--- config.mk ---
export PLATFORM = sky130hd
export DESIGN_NAME = css_clock_switch
export DESIGN_NICKNAME = d
export VERILOG_FILES = /design/src/css_pkg.sv /design/src/css_clock_switch.sv
export SDC_FILE = /design/constraint.sdc
export NUM_CORES = 1
export LEC_CHECK = 0
export BUFFER_PORTS_ARGS = -buffer_cell sky130_fd_sc_hd__clkbuf_2
export CORE_MARGIN = 1.5
export CORE_UTILIZATION = 40
export CTS_BUF_LIST = sky130_fd_sc_hd__clkbuf_4 sky130_fd_sc_hd__clkbuf_8 sky130_fd_sc_hd__clkbuf_16
export CTS_CLUSTER_SIZE = 25
export DETAILED_ROUTE_END_ITERATION = 10
export PLACE_DENSITY = 0.65
export SYNTH_ARGS = -nofsm -noshare
export SYNTH_HDL_FRONTEND = slang
export SYNTH_SLANG_ARGS = --single-unit
--- constraint.sdc ---
create_clock -name mclk -period 2.54 [get_ports mclk]
set_input_delay 0.508 -clock mclk [delete_from_list [all_inputs] [get_ports mclk]]
set_output_delay 0.508 -clock mclk [all_outputs]
set_load 0.05 [all_outputs]
--- src/css_pkg.sv ---
// Constants shared by the CPU clock source switch
package css_pkg;
	// ----------------------------------------------------------------
	// Bus geometry
	// ----------------------------------------------------------------
	localparam int CSS_AW = 8;
	localparam int CSS_DW = 32;
	localparam logic [1:0] CSS_RESP_OKAY = 2'h0;
	localparam logic [1:0] CSS_RESP_SLVERR = 2'h2;

	// ----------------------------------------------------------------
	// Register byte addresses
	// ----------------------------------------------------------------
	localparam logic [7:0] CSS_ADDR_MAIN_OSC_CTRL = 8'h00;
	localparam logic [7:0] CSS_ADDR_SLOW_OSC_MODE = 8'h04;
	localparam logic [7:0] CSS_ADDR_MAIN_CLOCK_MODE = 8'h08;
	localparam logic [7:0] CSS_ADDR_CPU_DIVIDER = 8'h0C;
	localparam logic [7:0] CSS_ADDR_CLOCK_STATUS = 8'h10;

	// ----------------------------------------------------------------
	// Field positions
	// ----------------------------------------------------------------
	localparam int CSS_FAST_HALT_BIT = 7;
	localparam int CSS_SLOW_HALT_BIT = 0;
	localparam int CSS_SEL_BIT = 0;
	localparam int CSS_STAT_BIT = 1;
	localparam int CSS_DIV_LSB = 0;
	localparam int CSS_ST_FAST_EN = 0;
	localparam int CSS_ST_SLOW_EN = 1;
	localparam int CSS_ST_SRC_BUSY = 2;
	localparam int CSS_ST_DIV_BUSY = 3;
	localparam int CSS_ST_DIV_LSB = 4;
	localparam int CSS_ST_RUN_LSB = 8;

	// ----------------------------------------------------------------
	// Reset values and timing counts
	// ----------------------------------------------------------------
	localparam logic CSS_SEL_RST = 1'b0;
	localparam logic [2:0] CSS_DIV_RST = 3'h0;
	localparam logic [2:0] CSS_DIV_MAX = 3'h4;
	localparam logic [4:0] CSS_UP_WAIT = 5'h02;
	localparam logic [4:0] CSS_DIV_WAIT_TOP = 5'h10;
	localparam int CSS_RST_HOLD = 17;

	// CPU run phase
	typedef enum logic [1:0]
	{
		CSS_RUN_HOLD = 2'b00,
		CSS_RUN_ACTIVE = 2'b01,
		CSS_RUN_STOP = 2'b10,
		CSS_RUN_HALT = 2'b11
	} css_run_e;
endpackage

--- src/css_clock_switch.sv ---
// CPU clock source switch with oscillator gating and register slave
`timescale 1ns/10ps
`default_nettype none

// Overview of operation
// - Unstoppable slow oscillator keeps watchdog counting through STOP.
// - After STOP the CPU resumes on the source active at entry.
// - After HALT the CPU resumes on the source active at entry.
// - Fast oscillator halt flag is bit 7 of the main control.
// - Slow oscillator halt flag is bit 0 of its mode register.
// - Slow halt flag acts only when option allows stopping it.
// - Flags 0/0 run both; slow flag alone stops only slow.
// - Fast flag alone stops fast, slow keeps running.
// - Select bit 0 picks slow, 1 picks fast CPU source.
// - Source changeover is deferred; old clock runs a while.
// - Status bit 1 reads the source actually clocking the CPU.
// - Slow to fast in 2 old clocks; fast to slow bounded.
// - Three-bit divider selects division, applied after old clocks.
// - Divider change completes within 16,8,4,2,1 old clocks.
// - Reset selects slow; CPU clock withheld 17 slow clocks.
// - Fast halt flag ignored while CPU uses the fast clock.
// - Slow halt flag ignored while CPU uses the slow clock.
module css_clock_switch
#(
	parameter int RST_HOLD = css_pkg::CSS_RST_HOLD
)
(
	input wire logic mclk,
	input wire logic rst,
	input wire logic fast_osc_pin,
	input wire logic slow_osc_pin,
	input wire logic slow_osc_stoppable,
	input wire logic stop_req,
	input wire logic halt_req,
	input wire logic wdt_overflow,
	output logic fast_osc_enable,
	output logic slow_osc_enable,
	output logic cpu_clk_pulse,
	output logic periph_clk_pulse,
	output logic wd_count_pulse,
	output logic internal_reset_req,
	output logic cpu_source_status,
	input wire logic [css_pkg::CSS_AW-1:0] s_axi_awaddr,
	input wire logic s_axi_awvalid,
	output logic s_axi_awready,
	input wire logic [css_pkg::CSS_DW-1:0] s_axi_wdata,
	input wire logic [3:0] s_axi_wstrb,
	input wire logic s_axi_wvalid,
	output logic s_axi_wready,
	output logic [1:0] s_axi_bresp,
	output logic s_axi_bvalid,
	input wire logic s_axi_bready,
	input wire logic [css_pkg::CSS_AW-1:0] s_axi_araddr,
	input wire logic s_axi_arvalid,
	output logic s_axi_arready,
	output logic [css_pkg::CSS_DW-1:0] s_axi_rdata,
	output logic [1:0] s_axi_rresp,
	output logic s_axi_rvalid,
	input wire logic s_axi_rready
);
	import css_pkg::*;

	localparam int HW = $clog2(RST_HOLD + 1);

	// Hold count must fit and be at least one slow clock
	if (RST_HOLD < 1 || RST_HOLD > 255)
	begin : g_bad_hold
		$error("RST_HOLD out of range");
	end

	// ----------------------------------------------------------------
	// Oscillator pin synchronisers and edge detect
	// ----------------------------------------------------------------
	// Pins must toggle slower than mclk/2 or edges are lost
	logic fast_s1_reg, fast_s2_reg, fast_s3_reg;
	logic slow_s1_reg, slow_s2_reg, slow_s3_reg;
	always_ff @(posedge mclk)
	begin
		fast_s1_reg <= fast_osc_pin;
		fast_s2_reg <= fast_s1_reg;
		fast_s3_reg <= fast_s2_reg;
		slow_s1_reg <= slow_osc_pin;
		slow_s2_reg <= slow_s1_reg;
		slow_s3_reg <= slow_s2_reg;
	end
	wire logic fast_edge = fast_s2_reg & ~fast_s3_reg;
	wire logic slow_edge = slow_s2_reg & ~slow_s3_reg;

	// ----------------------------------------------------------------
	// Software control state
	// ----------------------------------------------------------------
	logic fast_halt_reg, slow_halt_reg, sel_reg, act_reg, opt_reg;
	logic [2:0] div_reg, div_act_reg;
	logic [3:0] pre_cnt_reg;
	logic [4:0] sw_cnt_reg, div_cnt_reg;
	logic [HW-1:0] hold_cnt_reg;
	css_run_e run_reg, run_next;

	// Option is caught while reset is asserted and frozen afterwards
	always_ff @(posedge mclk)
	begin
		if (rst)
			opt_reg <= slow_osc_stoppable;
	end

	// ----------------------------------------------------------------
	// Run phase
	// ----------------------------------------------------------------
	wire logic hold_done = (hold_cnt_reg == HW'(RST_HOLD));
	// Requests may overlap, so a strict priority decides: hold, STOP, HALT
	always_comb
	begin
		if (!hold_done)
			run_next = CSS_RUN_HOLD;
		else if (stop_req)
			run_next = CSS_RUN_STOP;
		else if (halt_req)
			run_next = CSS_RUN_HALT;
		else
			run_next = CSS_RUN_ACTIVE;
	end
	wire logic running = (run_reg == CSS_RUN_ACTIVE);

	// Hold counter advances on slow edges after reset release
	always_ff @(posedge mclk)
	begin
		if (rst)
			hold_cnt_reg <= '0;
		else if (slow_edge && !hold_done)
			hold_cnt_reg <= hold_cnt_reg + HW'(1);
	end
	always_ff @(posedge mclk)
	begin
		if (rst)
			run_reg <= CSS_RUN_HOLD;
		else
			run_reg <= run_next;
	end

	// ----------------------------------------------------------------
	// Divided CPU clock
	// ----------------------------------------------------------------
	// CPU ticks are gated off in STOP/HALT so the source is kept
	wire logic src_edge = act_reg ? fast_edge : slow_edge;
	wire logic [4:0] mask5 = (5'h01 << div_act_reg) - 5'h01;
	wire logic [3:0] div_mask = mask5[3:0];
	wire logic div_hit = ((pre_cnt_reg & div_mask) == div_mask);
	wire logic cpu_tick = src_edge & div_hit & running;

	// Changeover pending and completion
	wire logic src_pend = (sel_reg != act_reg);
	wire logic up_done = src_pend & !act_reg & cpu_tick
		& (sw_cnt_reg == CSS_UP_WAIT - 5'h01);
	wire logic down_done = src_pend & act_reg & running & slow_edge
		& (sw_cnt_reg != 5'h00);
	wire logic src_done = up_done | down_done;
	wire logic div_pend = (div_reg != div_act_reg);
	wire logic [4:0] div_wait = CSS_DIV_WAIT_TOP >> div_act_reg;
	wire logic div_done = div_pend & cpu_tick
		& (div_cnt_reg == div_wait - 5'h01);

	// Prescaler restarts on every change to keep the first period whole
	always_ff @(posedge mclk)
	begin
		if (rst || src_done || div_done)
			pre_cnt_reg <= 4'h0;
		else if (src_edge)
			pre_cnt_reg <= pre_cnt_reg + 4'h1;
	end

	// Old-clock counters for source and divider changes
	always_ff @(posedge mclk)
	begin
		if (rst || !src_pend || src_done)
			sw_cnt_reg <= 5'h00;
		else if (cpu_tick && sw_cnt_reg != 5'h1F)
			sw_cnt_reg <= sw_cnt_reg + 5'h01;
	end
	always_ff @(posedge mclk)
	begin
		if (rst || !div_pend || div_done)
			div_cnt_reg <= 5'h00;
		else if (cpu_tick)
			div_cnt_reg <= div_cnt_reg + 5'h01;
	end

	// Active source and divider move only at completion
	always_ff @(posedge mclk)
	begin
		if (rst)
			act_reg <= CSS_SEL_RST;
		else if (src_done)
			act_reg <= sel_reg;
	end
	always_ff @(posedge mclk)
	begin
		if (rst)
			div_act_reg <= CSS_DIV_RST;
		else if (div_done)
			div_act_reg <= div_reg;
	end

	// ----------------------------------------------------------------
	// Oscillator gating and clock outputs
	// ----------------------------------------------------------------
	// A source in use or pending keeps running whatever its flag says
	wire logic fast_in_use = act_reg | sel_reg;
	wire logic slow_in_use = !act_reg | !sel_reg;
	wire logic slow_gate = opt_reg & slow_halt_reg & !slow_in_use;
	wire logic fast_en_next = (run_reg != CSS_RUN_STOP)
		& !(fast_halt_reg & !fast_in_use);
	wire logic slow_en_next = !slow_gate;
	wire logic low_power = (run_reg == CSS_RUN_STOP)
		| (run_reg == CSS_RUN_HALT);
	wire logic periph_src = (run_reg == CSS_RUN_HALT) ? sel_reg : act_reg;
	wire logic periph_next = (periph_src ? fast_edge : slow_edge)
		& (run_reg != CSS_RUN_STOP)
		& (run_reg != CSS_RUN_HOLD);
	wire logic wd_next = slow_edge & slow_osc_enable
		& !(opt_reg & low_power);

	// Registered outputs; all quiet while reset is asserted
	always_ff @(posedge mclk)
	begin
		if (rst)
		begin
			fast_osc_enable <= 1'b0;
			slow_osc_enable <= 1'b0;
			cpu_clk_pulse <= 1'b0;
			periph_clk_pulse <= 1'b0;
			wd_count_pulse <= 1'b0;
			internal_reset_req <= 1'b0;
		end
		else
		begin
			fast_osc_enable <= fast_en_next;
			slow_osc_enable <= slow_en_next;
			cpu_clk_pulse <= cpu_tick;
			periph_clk_pulse <= periph_next;
			wd_count_pulse <= wd_next;
			internal_reset_req <= wdt_overflow;
		end
	end
	assign cpu_source_status = act_reg;

	// ----------------------------------------------------------------
	// Register bus slave
	// ----------------------------------------------------------------
	logic aw_held_reg, w_held_reg, bvalid_reg, rvalid_reg;
	logic [CSS_AW-1:0] aw_addr_reg;
	logic [CSS_DW-1:0] w_data_reg, rdata_reg;
	logic w_lane_reg;
	logic [1:0] bresp_reg, rresp_reg;

	assign s_axi_awready = !aw_held_reg & !bvalid_reg;
	assign s_axi_wready = !w_held_reg & !bvalid_reg;
	assign s_axi_arready = !rvalid_reg;
	wire logic aw_take = s_axi_awvalid & s_axi_awready;
	wire logic w_take = s_axi_wvalid & s_axi_wready;
	wire logic do_write = (aw_held_reg | aw_take) & (w_held_reg | w_take);
	wire logic [CSS_AW-1:0] wr_addr = aw_held_reg ? aw_addr_reg
		: s_axi_awaddr;
	wire logic [CSS_DW-1:0] wr_data = w_held_reg ? w_data_reg : s_axi_wdata;
	wire logic wr_lane = w_held_reg ? w_lane_reg : s_axi_wstrb[0];
	wire logic [5:0] wr_word = wr_addr[7:2];
	wire logic we_moc = do_write & wr_lane
		& (wr_word == CSS_ADDR_MAIN_OSC_CTRL[7:2]);
	wire logic we_rcm = do_write & wr_lane
		& (wr_word == CSS_ADDR_SLOW_OSC_MODE[7:2]);
	wire logic we_mcm = do_write & wr_lane
		& (wr_word == CSS_ADDR_MAIN_CLOCK_MODE[7:2]);
	wire logic we_div = do_write & wr_lane
		& (wr_word == CSS_ADDR_CPU_DIVIDER[7:2]);
	wire logic wr_mapped = (wr_word <= CSS_ADDR_CLOCK_STATUS[7:2]);
	// Codes above the largest division are clamped to it
	wire logic [2:0] div_wr = wr_data[CSS_DIV_LSB +: 3];
	wire logic [2:0] div_clamped = (div_wr > CSS_DIV_MAX) ? CSS_DIV_MAX
		: div_wr;

	// Write channel capture and response
	always_ff @(posedge mclk)
	begin
		if (rst)
		begin
			aw_held_reg <= 1'b0;
			w_held_reg <= 1'b0;
			bvalid_reg <= 1'b0;
			bresp_reg <= CSS_RESP_OKAY;
		end
		else if (do_write)
		begin
			aw_held_reg <= 1'b0;
			w_held_reg <= 1'b0;
			bvalid_reg <= 1'b1;
			bresp_reg <= wr_mapped ? CSS_RESP_OKAY : CSS_RESP_SLVERR;
		end
		else
		begin
			aw_held_reg <= aw_held_reg | aw_take;
			w_held_reg <= w_held_reg | w_take;
			bvalid_reg <= bvalid_reg & !s_axi_bready;
		end
	end
	always_ff @(posedge mclk)
	begin
		if (aw_take)
			aw_addr_reg <= s_axi_awaddr;
		if (w_take)
		begin
			w_data_reg <= s_axi_wdata;
			w_lane_reg <= s_axi_wstrb[0];
		end
	end
	assign s_axi_bvalid = bvalid_reg;
	assign s_axi_bresp = bresp_reg;

	// Control registers written by software
	always_ff @(posedge mclk)
	begin
		if (rst)
		begin
			fast_halt_reg <= 1'b0;
			slow_halt_reg <= 1'b0;
			sel_reg <= CSS_SEL_RST;
			div_reg <= CSS_DIV_RST;
		end
		else
		begin
			if (we_moc)
				fast_halt_reg <= wr_data[CSS_FAST_HALT_BIT];
			if (we_rcm)
				slow_halt_reg <= wr_data[CSS_SLOW_HALT_BIT];
			if (we_mcm)
				sel_reg <= wr_data[CSS_SEL_BIT];
			if (we_div)
				div_reg <= div_clamped;
		end
	end

	// Read decode; status bit 1 shows the completed source
	wire logic [5:0] rd_word = s_axi_araddr[7:2];
	wire logic [CSS_DW-1:0] rd_moc = 32'(fast_halt_reg) << CSS_FAST_HALT_BIT;
	wire logic [CSS_DW-1:0] rd_rcm = 32'(slow_halt_reg) << CSS_SLOW_HALT_BIT;
	wire logic [CSS_DW-1:0] rd_mcm = (32'(sel_reg) << CSS_SEL_BIT)
		| (32'(act_reg) << CSS_STAT_BIT);
	wire logic [CSS_DW-1:0] rd_div = 32'(div_reg) << CSS_DIV_LSB;
	wire logic [CSS_DW-1:0] rd_st = (32'(fast_osc_enable) << CSS_ST_FAST_EN)
		| (32'(slow_osc_enable) << CSS_ST_SLOW_EN)
		| (32'(src_pend) << CSS_ST_SRC_BUSY)
		| (32'(div_pend) << CSS_ST_DIV_BUSY)
		| (32'(div_act_reg) << CSS_ST_DIV_LSB)
		| (32'(run_reg) << CSS_ST_RUN_LSB);
	wire logic rd_hit_moc = (rd_word == CSS_ADDR_MAIN_OSC_CTRL[7:2]);
	wire logic rd_hit_rcm = (rd_word == CSS_ADDR_SLOW_OSC_MODE[7:2]);
	wire logic rd_hit_mcm = (rd_word == CSS_ADDR_MAIN_CLOCK_MODE[7:2]);
	wire logic rd_hit_div = (rd_word == CSS_ADDR_CPU_DIVIDER[7:2]);
	wire logic rd_hit_st = (rd_word == CSS_ADDR_CLOCK_STATUS[7:2]);
	wire logic rd_mapped = rd_hit_moc | rd_hit_rcm | rd_hit_mcm
		| rd_hit_div | rd_hit_st;
	wire logic [CSS_DW-1:0] rd_mux = ({CSS_DW{rd_hit_moc}} & rd_moc)
		| ({CSS_DW{rd_hit_rcm}} & rd_rcm)
		| ({CSS_DW{rd_hit_mcm}} & rd_mcm)
		| ({CSS_DW{rd_hit_div}} & rd_div)
		| ({CSS_DW{rd_hit_st}} & rd_st);

	// Read data is captured when the address is taken
	always_ff @(posedge mclk)
	begin
		if (rst)
		begin
			rvalid_reg <= 1'b0;
			rdata_reg <= '0;
			rresp_reg <= CSS_RESP_OKAY;
		end
		else if (s_axi_arvalid && !rvalid_reg)
		begin
			rvalid_reg <= 1'b1;
			rdata_reg <= rd_mux;
			rresp_reg <= rd_mapped ? CSS_RESP_OKAY : CSS_RESP_SLVERR;
		end
		else if (s_axi_rready)
			rvalid_reg <= 1'b0;
	end
	assign s_axi_rvalid = rvalid_reg;
	assign s_axi_rdata = rdata_reg;
	assign s_axi_rresp = rresp_reg;
endmodule

`default_nettype wire

# Yosys cells after proc, flatten, opt, wreduce, memory -nomap -nowiden
# Cells that the tools add are included.
[classes]
n_addsub = 6
magnitude_cmp = 2
eq_ne = 18
n_shift = 2
n_mux = 14
n_bitwise = 62
n_reduce_logical = 32
[op_table]
columns = ["cell", "n"]
rows = [
  ["OR 32 bit", 4],
  ["AND 1 bit", 33],
  ["AND 32 x 1 -> 32 bit", 1],
  ["AND 32 x 10 -> 32 bit", 1],
  ["AND 32 x 2 -> 32 bit", 1],
  ["AND 32 x 3 -> 32 bit", 1],
  ["AND 32 x 8 -> 32 bit", 1],
  ["== test 6 x 2 -> 1 bit (second input constant)", 4],
  ["two-way mux 8 bit", 2],
  ["adder 5 x 1 -> 5 bit (second input constant)", 3],
  ["zero test 1 bit", 15],
  ["== test 6 x 1 -> 1 bit (second input constant)", 2],
  ["zero test 6 bit", 2],
  ["OR 1 bit", 10],
  ["OR 7 x 10 -> 10 bit", 1],
  ["two-way mux 2 bit", 4],
  ["two-way mux 1 bit", 7],
  ["OR 4 x 7 -> 7 bit", 1],
  ["== test 6 x 3 -> 1 bit (second input constant)", 1],
  ["<= comparator 6 x 3 -> 1 bit (second input constant)", 1],
  ["logical OR 1 bit", 6],
  ["== test 5 x 1 -> 1 bit (second input constant)", 1],
  ["== test 5 bit", 1],
  ["== test 5 bit (second input constant)", 1],
  ["other kinds (24)", 32],
]
[word_totals]
regBits = 101
in_bits = 65
output_inout_bits = 48
wordCells = 171

# Depth between registers and ports, before layout
# Gate-level depths: netlist (run 1).
[depth]
word_depth = 11
mapped_depth = 10
mapped_depth_nobuf = 8

# Least setup slack after synthesis (run 1)
# OpenSTA, ideal clock, no wires.
[synth_path]
kind = "reg-to-reg"
start = "reg div_act_reg[2]"
end = "reg sw_cnt_reg[1]"
setup_time_ns = 0.070
arrival_ns = 2.130
t_required_ns = 2.470
setup_slack_ns = 0.339
path_stages_with_launch = 8
path_buffers = 0
path_cell_list = "dfxtp_1 > or3_1 > ha_1 > or2_2 > o2111ai_1 > a211o_1 > or4b_1 > a21oi_1"
[synth_via]
elab_chain_len = 10
[synth_rtl]
columns = ["element", "line_no", "rtl"]
rows = [
  ["start: declaration", "css_clock_switch.sv:93", "logic [2:0] div_reg, div_act_reg;"],
  ["start signal: assignment", "css_clock_switch.sv:200", "div_act_reg <= div_reg;"],
  ["left shift 1 x 3 -> 4 bit (*)", "css_clock_switch.sv:145", "wire logic [4:0] mask5 = (5'h01 << div_act_reg) - 5'h01;"],
  ["subtractor 4 x 1 -> 4 bit (*)", "css_clock_switch.sv:145", ""],
  ["AND 4 bit", "css_clock_switch.sv:147", "wire logic div_hit = ((pre_cnt_reg & div_mask) == div_mask);"],
  ["== test 4 bit (*)", "css_clock_switch.sv:147", ""],
  ["AND 1 bit (*) (2 in series)", "css_clock_switch.sv:148", "wire logic cpu_tick = src_edge & div_hit & running;"],
  ["AND 1 bit", "css_clock_switch.sv:152", "wire logic up_done = src_pend & !act_reg & cpu_tick"],
  ["AND 1 bit", "css_clock_switch.sv:153", "& (sw_cnt_reg == CSS_UP_WAIT - 5'h01);"],
  ["OR 1 bit", "css_clock_switch.sv:156", "wire logic src_done = up_done | down_done;"],
  ["logical OR 1 bit", "css_clock_switch.sv:174", "if (rst || !src_pend || src_done)"],
  ["end signal: assignment", "css_clock_switch.sv:177", "sw_cnt_reg <= sw_cnt_reg + 5'h01;"],
  ["end: declaration", "css_clock_switch.sv:95", "logic [4:0] sw_cnt_reg, div_cnt_reg;"],
]
# Mark *: on every way between the ends. The rest lies on a longest branch, timed or not.
# A chain may end at the register's enable or synchronous reset.

# Worst setup path in the final report (run 1)
[layout_path]
start = "reg div_act_reg[2]"
end = "reg sw_cnt_reg[4]"
# Same word-level chain as after synthesis.

==> results of run 1 <==
## metrics by stage
step	hold slack [ns]	cell area, um^2	instances	util [%]	setup slack [ns]
CTS	0.243	4070	556	47.1	0.107
detailed placement	0.314	3870	540	44.8	0.112
finish	0.257	4070	556	47.1	0.176
global route	0.239	4070	556	47.1	0.0115
global placement	0.311	3870	540	44.8	0.141
floorplan	0.310	3630	406	-	0.339
## layer usage
| metal | share of wire, % | track usage (%) | vias to the layer above | wire length (um) |
|---|---|---|---|---|
| met3 | 6.4 | 5.18 | 16 | 472 |
| met2 | 45 | 25.1 | 93 | 3340 |
| met5 | 0 | 0 | - | 0 |
| met4 | 2.3 | 8.03 | 0 | 168 |
| li1 | - | - | 1438 | - |
| met1 | 46 | 21.1 | 1324 | 3380 |
## layout make-up
| class | instances | area (um^2) |
|---|---|---|
| Sequential cell | 71 | 1540 |
| Timing Repair Buffer | 64 | 348 |
| Multi-Input combinational cell | 280 | 1790 |
| Inverter | 17 | 63.8 |
| Fill cell | 871 | 4560 |
| Clock inverter | 2 | 12.5 |
| Tap cell | 108 | 135 |
| Clock buffer | 14 | 185 |
## power by group
part           internal (mW)  switching [mW]  leakage (nW)  total (mW)
combinational         0.0836           0.247         0.925       0.331
sequential              1.19          0.0279         0.596        1.22
clock                  0.472           0.407         0.102       0.880
total                   1.75           0.682          1.62        2.43
## kinds of logic after synthesis
kind of cell,Yosys count
xor gates and xnor gates,12
buffers and inverters,55
other,1
and+or+nand+nor,141
DFF,71
muxes,18
adders and majority gates,13
AOI/OAI and AO/OA,72
## how the worst min path moves through the flow
stage | start | endpoint | slack, ns | cells after the start
3_5_place_dp | fast_s1_reg$_DFF_P_ | fast_s2_reg$_DFF_P_ | 0.31 | 0
3_3_place_gp | slow_s1_reg$_DFF_P_ | slow_s2_reg$_DFF_P_ | 0.31 | 0
2_1_floorplan | fast_s1_reg$_DFF_P_ | fast_s2_reg$_DFF_P_ | 0.31 | 0
5_1_grt | fast_osc_pin | fast_s1_reg$_DFF_P_ | 0.24 | 1
4_1_cts | slow_osc_pin | slow_s1_reg$_DFF_P_ | 0.24 | 1
6_report | slow_osc_pin | slow_s1_reg$_DFF_P_ | 0.26 | 1
## layout by cell type (no fill, tap or decap), types with 3 or more instances in the layout
cell type / synthesis / final
o2111ai_1: 4 / 4
o211ai_1: 5 / 5
nand2b_1: 11 / 11
a21oi_1: 24 / 24
or3_1: 3 / 3
nor2_1: 35 / 35
edfxtp_1: 12 / 12
nor4_1: 3 / 3
clkbuf_4: 0 / 3
buf_4: 24 / 11
a211oi_1: 5 / 5
clkbuf_2: 0 / 53
nand4_1: 6 / 6
mux2_2: 5 / 5
xnor2_1: 7 / 7
o21ai_0: 10 / 10
and3_1: 4 / 4
nor3_1: 12 / 12
ha_1: 13 / 13
dfxtp_1: 59 / 59
nand2_1: 27 / 27
nor2b_1: 7 / 7
nor3b_1: 3 / 3
nand3_1: 9 / 9
conb_1: 1 / 24
inv_1: 17 / 17
xor2_1: 5 / 5
mux2i_1: 13 / 13
a31oi_1: 5 / 5
clkbuf_8: 0 / 10
## what timing repair did
action                     in CTS  in global routing
buffers inserted                0                  0
setup endpoints to repair       0                  6
gates resized for setup         0                  1
==> run_results.csv, run 1 <==
group,metric,value,unit
layout,nNetsFinal,521,
drt,vias,2871,
sta,fin_skew,0.00687,ns
power,total_power,2.43,mW
drt,first_pass_iters,4,
sta,tightestPinTransition,0.744,ns
place,gp_congestion,0.842,
critical_path,r2r_start,"div_act_reg[2]$_SDFFE_PP0P_",
critical_path,end_kind,"flip-flop",
synth,synth.area.top_cells,"dfxtp_1, edfxtp_1, buf_4",
layout,drive_gt1_share,20.8,%
clocking,cts_tree,"done",
clocking,clockBufferDepth,2,
synth,synth_top_cell_area_share,33.3,%
sta,fin_tns_setup,0,ns
critical_path,critPathArrivalTime,2.65,ns
layout,diodes,0,
synth,postSynthAreaPerCell,9.25,um^2
synth,yosysMostFrequentCell,"dfxtp_1",
grt,grt_max_degree,32,
drt,drcViolationCount,0,
run,max_cap_viol_count,0,
critical_path,timing.rr.end,"sw_cnt_reg[4]$_SDFFE_PP0P_",
critical_path,rrSetupSlack,0.18,ns
synth,synth_compound_area_share,13.2,%
synth,syn_area,0.00354,mm^2
floorplan,rows,34,
sta,period_minus_slack,2.36,ns
grt,antenna_found_initial,0,
power,leakagePower,1.62,nW
floorplan,io_pins,113,
critical_path,worstSetupStartpoint,"div_act_reg[2]$_SDFFE_PP0P_",
sta,final.period_utilization,93.1,%
critical_path,path_max_fanout,11,
clocking,postCtsHoldBufs,0,
synth,synthAdderAreaFrac,4.59,%
clocking,insertion_delay,0.35,ns
sta,fmax,423,MHz
critical_path,critPathBufInv,0,
critical_path,worstSetupPathDepth,7,
synth,synth-seq-cells,71,
critical_path,required,2.82,ns
critical_path,path_cells,"or3_1, ha_1, or2_2, o2111ai_1, a211o_2, or4b_1, a21oi_1",
synth,synth_edf_count,12,
synth,synth_top_family_by_area,"simple AND/OR/NAND/NOR gates",
grt,grt_pass1_wl,12600,um
floorplan,start_util,41.0,%
sta,finalMaxSlewViolations,0,
critical_path,r2r_cells,7,
sta,hold_viol,0,
status,status,"completed",
synth,synth_top_area_cell,"dfxtp_1",
power,ir_drop,0.267,mV
floorplan,die_width,97.1,um
drt,routed_wl,7360,um
synth,synthArstFlopShare,0,%
clocking,clk_pin_slew,0.07,ns
grt,grt_usage,16.5,%
power,p_per_area,596,mW/mm^2
grt,grt-ovfl-total,0,
floorplan,die_height,97.1,um
synth,synth_commonest_cells,"dfxtp_1, nor2_1, nand2_1",
sta,timing.slew.headroom,50.3,%
layout,area_growth,14.9,%
critical_path,crit_type,"reg2reg",
sta,setup_viol,0,
floorplan,die-area,0.00943,mm^2
grt,grt_pass1_vias,2706,
place,port_buffers,53,
layout,largest_register_ffs,10,
synth,ys_types,57,
clocking,htreeDepth,3,
drt,wire_per_inst,13.2,um
synth,yosysWarningCount,0,
sta,rsz0062_at_grt,"no",
critical_path,worstSetupStartpointType,"flip-flop",
drt,ant_nets,0,
synth,postSynthCellCount,383,
drt,drt_iter0_drc,83,
synth,synth-simple-area-share,21.8,%
critical_path,max_stage_delay,0.52,ns
floorplan,core,0.00864,mm^2
min_path,hold_class,"in2reg",
place,hpwl,5310,um
critical_path,cp_top_family,"simple AND/OR/NAND/NOR gates",
critical_path,endpoint,"sw_cnt_reg[4]$_SDFFE_PP0P_",
clocking,root_buffer,"clkbuf_8",
synth,muxShareOfSynthArea,5.26,%
clocking,cts_num_sinks,71,
clocking,numCtsBuffers,9,
critical_path,slowest_stage,"or4b_1",
drt,vias_per_cell,5.16,
synth,synth-xor-area-share,2.97,%
synth,synthFlopType,"dfxtp_1",
synth,ys_seq_area_share,43.5,%
Power figures use the tool's default switching activity.
==> run 2, diff against run 1 <==
Settings changed: CELL_PAD_IN_SITES_DETAIL_PLACEMENT set to 1, CELL_PAD_IN_SITES_GLOBAL_PLACEMENT set to 2, CORE_MARGIN 1.5 to 4, CORE_UTILIZATION 40 to 30, PLACE_DENSITY 0.65 to not set, PLACE_DENSITY_LB_ADDON set to 0.1, REMOVE_ABC_BUFFERS set to 1.
==> run_results.csv, run 2 (synthesized netlist as in run 1, its figures left out) <==
group,metric,value,unit
clocking,numCtsBuffers,9,
drt,drcViolationCount,0,
drt,routed_wl,9290,um
place,hpwl,6800,um
sta,fin_skew,0.00669,ns
critical_path,required,2.81,ns
sta,hold_viol,0,
drt,first_pass_iters,4,
drt,vias_per_cell,4.92,
floorplan,start_util,30.9,%
power,p_sw,0.800,mW
floorplan,die-area,0.0136,mm^2
place,port_buffers,53,
layout,drive_gt1_share,22.7,%
place,dpl-instance-area,0.00396,mm^2
sta,setup_viol,0,
grt,grt_pass1_wl,15100,um
drt,ant_nets,0,
floorplan,rows,39,
layout,final_cell_mix,"dfxtp_1, clkbuf_2, nor2_1",
grt,grt-ovfl-total,0,
power,seqPwrFrac,42.6,%
sta,final.period_utilization,94.7,%
drt,drt_iter0_drc,98,
power,swShare,28.0,%
critical_path,r2r_cells,7,
sta,fmax,416,MHz
critical_path,max_stage_delay,0.53,ns
sta,period_minus_slack,2.41,ns
critical_path,timing.rr.end,"sw_cnt_reg[4]$_SDFFE_PP0P_",
power,ir_drop,0.283,mV
critical_path,critPathBufInv,0,
critical_path,end_kind,"flip-flop",
floorplan,die_width,117,um
clocking,cts_num_sinks,71,
place,gp_congestion,0.755,
critical_path,worstSetupStartpointType,"flip-flop",
clocking,clk_pin_slew,0.06,ns
floorplan,core,0.0115,mm^2
critical_path,r2r_start,"div_act_reg[2]$_SDFFE_PP0P_",
grt,grt_pass1_vias,2982,
clocking,htreeDepth,3,
min_path,hold_depth,1,
power,total_power,2.86,mW
critical_path,path_max_fanout,5,
critical_path,cp_top_family,"simple AND/OR/NAND/NOR gates",
clocking,postCtsHoldBufs,0,
layout,area_growth,21.8,%
floorplan,io_pins,113,
power,p_per_area,662,mW/mm^2
clocking,insertion_delay,0.34,ns
run,max_cap_viol_count,0,
sta,tightestPinTransition,0.515,ns
power,internal_power,2.06,mW
min_path,min_from,"slow_osc_pin",
clocking,root_buffer,"clkbuf_16",
layout,nNetsFinal,531,
floorplan,die_height,117,um
sta,rsz0062_at_grt,"no",
grt,grt_usage,14.2,%
layout,final_common_cell,"dfxtp_1",
layout,fillerInstances,1342,
layout,final_area,0.00431,mm^2
min_path,hold_class,"in2reg",
clocking,cts_tree,"done",
critical_path,rrSetupSlack,0.13,ns
critical_path,critPathArrivalTime,2.67,ns
status,status,"completed",
sta,setup_ws,0.135,ns
critical_path,crit_type,"reg2reg",
power,power_frac_clock,45.5,%
drt,wire_per_inst,15.5,um
grt,grt_max_degree,45,
clocking,clockBufferDepth,2,
layout,largest_register_ffs,10,
sta,finalMaxSlewViolations,0,
power,combPwrFrac,11.9,%
layout,diodes,0,
layout,utilization,37.6,%
sta,fin_tns_setup,0,ns
critical_path,slowest_stage,"or4b_1",
sta,timing.slew.headroom,65.5,%
power,leakagePower,1.71,nW
place,pre_cts_ws,0.0173,ns
grt,antenna_found_initial,0,
min_path,hold_end,"slow_s1_reg$_DFF_P_",
critical_path,path_cells,"or3_1, ha_1, or2_2, o2111ai_2, a211o_2, or4b_1, a21oi_2",
drt,vias,2957,
[run 2: cell count changes in the layout (fill, tap and decap cells not counted), moves of 3 or more]
cell	change
clkbuf_8	-10
buf_4	+9
clkbuf_16	+10
clkbuf_4	-3
[run 2: area by class of cell]
cell class,instances,area (um^2),area share (%)
Clock buffer,11,275,6.38
Clock inverter,5,35.0,0.812
Inverter,17,63.8,1.48
Multi-Input combinational cell,281,1800,41.8
Sequential cell,71,1540,35.7
Tap cell,143,179,4.15
Timing Repair Buffer,73,415,9.63
[run 2: per-layer routing]
metal  vias up  GRT usage, %  part of all wire [%]
met5         -             0                     0
met4         0          5.05                   1.4
met3         9          3.99                   4.6
met2        63          22.7                    46
met1      1417          18.6                    48
li1       1468             -                     -
[run 2: worst register-to-register path: cells and delay by family, from the launching register on]
kind	cells	cell delay, ns
simple gates	3	1.02
compound gates	3	0.70
flops	1	0.32
fa+ha+maj	1	0.29
[run 2: per-stage QoR]
stage               instances  hold WS, ns
floorplan                 368        0.310
global placement          581        0.313
detailed placement        581        0.319
CTS                       597        0.259
global route              601        0.253
finish                    601        0.272
[run 2: power groups by stage]
stage | Clock (mW) | Combinational (mW) | Sequential [mW]
6_report | 1.30 | 0.339 | 1.22
5_1_grt | 1.40 | 0.366 | 1.23
2_1_floorplan | 0 | 0.195 | 1.28
4_1_cts | 1.34 | 0.342 | 1.22
3_3_place_gp | 0 | 0.337 | 1.24
3_5_place_dp | 0 | 0.341 | 1.24
[run 2: worst max path at each step]
stage | to | startpoint | slack [ns] | cells past startpoint
after floorplan | div_cnt_reg[2]$_SDFFE_PP0P_ | div_act_reg[2]$_SDFFE_PP0P_ | 0.07 | 7
after global placement | sw_cnt_reg[1]$_SDFFE_PP0P_ | div_act_reg[2]$_SDFFE_PP0P_ | 0.07 | 7
after detailed placement | sw_cnt_reg[4]$_SDFFE_PP0P_ | div_act_reg[2]$_SDFFE_PP0P_ | 0.02 | 7
after CTS | sw_cnt_reg[4]$_SDFFE_PP0P_ | div_act_reg[2]$_SDFFE_PP0P_ | 0.01 | 7
after global routing | sw_cnt_reg[4]$_SDFFE_PP0P_ | div_act_reg[2]$_SDFFE_PP0P_ | 0.03 | 7
final | sw_cnt_reg[4]$_SDFFE_PP0P_ | div_act_reg[2]$_SDFFE_PP0P_ | 0.13 | 7
[run 2: what timing repair did]
item                       CTS  global route
cloned                       0             1
pin swaps                    0             1
gates resized for setup      1             2
setup buffers                0             3
setup endpoints to repair    2             7
==> run 3, diff against run 2 <==
Settings changed: CORE_ASPECT_RATIO set to 1.1.
==> run_results.csv, run 3 (synthesized netlist as in run 1, its figures left out) <==
group,metric,value,unit
sta,hold_viol,0,
clocking,clockBufferDepth,2,
layout,final_common_cell,"dfxtp_1",
layout,fillerInstances,1369,
place,gp_congestion,0.730,
layout,drive_gt1_share,22.1,%
clocking,clk_pin_slew,0.06,ns
sta,final.period_utilization,93.8,%
layout,seq_area,0.00154,mm^2
clocking,numCtsBuffers,9,
status,status,"completed",
sta,fin_tns_setup,0,ns
floorplan,die-area,0.0136,mm^2
drt,first_pass_iters,4,
power,p_per_area,649,mW/mm^2
layout,multi_input_area,0.00181,mm^2
layout,final_cell_mix,"dfxtp_1, clkbuf_2, nor2_1",
critical_path,slowest_stage,"or4b_1",
grt,grt-ovfl-total,0,
place,hpwl,6990,um
clocking,cts_tree,"done",
critical_path,worstSetupStartpointType,"flip-flop",
drt,drcViolationCount,0,
sta,finalMaxSlewViolations,0,
clocking,insertion_delay,0.33,ns
place,dpl-instance-area,0.00398,mm^2
critical_path,end_kind,"flip-flop",
clocking,cts_setup_buffers,0,
grt,gr-usage-met1,17.8,%
grt,antenna_found_initial,0,
drt,routed_wl,9260,um
drt,ant_nets,0,
floorplan,io_pins,113,
sta,fin_skew,0.00506,ns
drt,drt_iter0_drc,66,
grt,grt_usage,13.9,%
clocking,postCtsHoldBufs,0,
drt,wire_per_inst,15.3,um
drt,vias,2881,
critical_path,path_cells,"or3_1, ha_1, or2_2, o2111ai_2, a211o_4, or4b_1, a21oi_1",
critical_path,path_max_fanout,5,
floorplan,core,0.0115,mm^2
layout,largest_register_ffs,10,
place,port_buffers,53,
grt,grt_busiest_layer,"met2",
layout,nNetsFinal,529,
grt,grtUsageMet3,3.83,%
power,leakagePower,1.71,nW
floorplan,die_width,112,um
critical_path,required,2.80,ns
critical_path,max_stage_delay,0.50,ns
power,ir_drop,0.350,mV
run,max_cap_viol_count,0,
sta,rsz0062_at_grt,"no",
critical_path,crit_type,"reg2reg",
floorplan,die_height,122,um
sta,setup_viol,0,
grt,grt_max_degree,21,
grt,grt_pass1_vias,2978,
floorplan,rows,41,
layout,final_area,0.00429,mm^2
clocking,htreeDepth,3,
critical_path,critPathArrivalTime,2.65,ns
sta,fmax,420,MHz
drt,vias_per_cell,4.75,
grt,grt_pass1_wl,15200,um
layout,area_growth,21.2,%
grt,grtUsageMet2,23.0,%
clocking,cts_num_sinks,71,
layout,diodes,0,
clocking,root_buffer,"clkbuf_16",
sta,period_minus_slack,2.38,ns
min_path,hold_class,"in2reg",
floorplan,start_util,30.8,%
==> run 3: cell types whose count changed in the layout (fill, tap and decap cells not counted), sizes merged <==
cell / change
clkinv: +4
buf: -2
clkinvlp: -2
clkbuf: -1
inv: -1
==> run 3: cell type report <==
cell class | count | share of cell area (%)
timing repair buffer | 71 | 9.32
tap | 150 | 4.37
multi-input combinational | 281 | 42.1
clock inverter | 6 | 0.991
sequential | 71 | 35.9
clock buffer | 10 | 5.83
inverter | 17 | 1.49
==> run 3: worst max-delay path: cells and delay by family, from the launching register on <==
family	cells	cell delay (ns)
flops	1	0.32
compound gates	3	0.68
simple gates	3	1.01
fa+ha+maj	1	0.29
==> run 3: where the power goes <==
group | total [mW] | switching, mW | internal [mW]
registers | 1.22 | 0.0280 | 1.19
clock network | 1.23 | 0.508 | 0.723
logic | 0.339 | 0.253 | 0.0860
==> run 3: per-layer routing <==
layer / wire (um) / share of wire [%] / vias to the layer above
li1: - / - / 1451
met2: 4400 / 48 / 52
met5: 0 / 0 / -
met1: 4280 / 46 / 1368
met4: 123 / 1.3 / 0
met3: 454 / 4.9 / 10
==> run 3: repair_timing <==
item | in CTS | in global routing
endpoints found under the setup margin | 0 | 8
gates resized for setup | 0 | 3
endpoints found under the hold margin | 0 | 0
==> run 3: final timing paths <==
path                                    start                    endpoint  slack, ns  cells past startpoint
setup / recovery  div_act_reg[2]$_SDFFE_PP0P_  sw_cnt_reg[1]$_SDFFE_PP0P_       0.16                      7
hold / removal                   slow_osc_pin         slow_s1_reg$_DFF_P_       0.28                      1
setup reg to reg  div_act_reg[2]$_SDFFE_PP0P_  sw_cnt_reg[1]$_SDFFE_PP0P_       0.16                      7
hold reg to reg           slow_s1_reg$_DFF_P_         slow_s2_reg$_DFF_P_       0.33                      0
==> run 3: stage by stage <==
| stage | setup slack (ns) | power, mW | util [%] | std cells | hold WS (ns) |
|---|---|---|---|---|---|
| 2_1_floorplan | 0.0669 | 1.48 | - | 368 | 0.310 |
| 3_3_place_gp | 0.0832 | 1.58 | 34.6 | 589 | 0.312 |
| 3_5_place_dp | 0.0242 | 1.59 | 34.6 | 589 | 0.322 |
| 4_1_cts | 0.00981 | 2.84 | 37.2 | 605 | 0.269 |
| 5_1_grt | 0.00358 | 2.92 | 37.4 | 606 | 0.267 |
| 6_report | 0.156 | 2.79 | 37.4 | 606 | 0.279 |
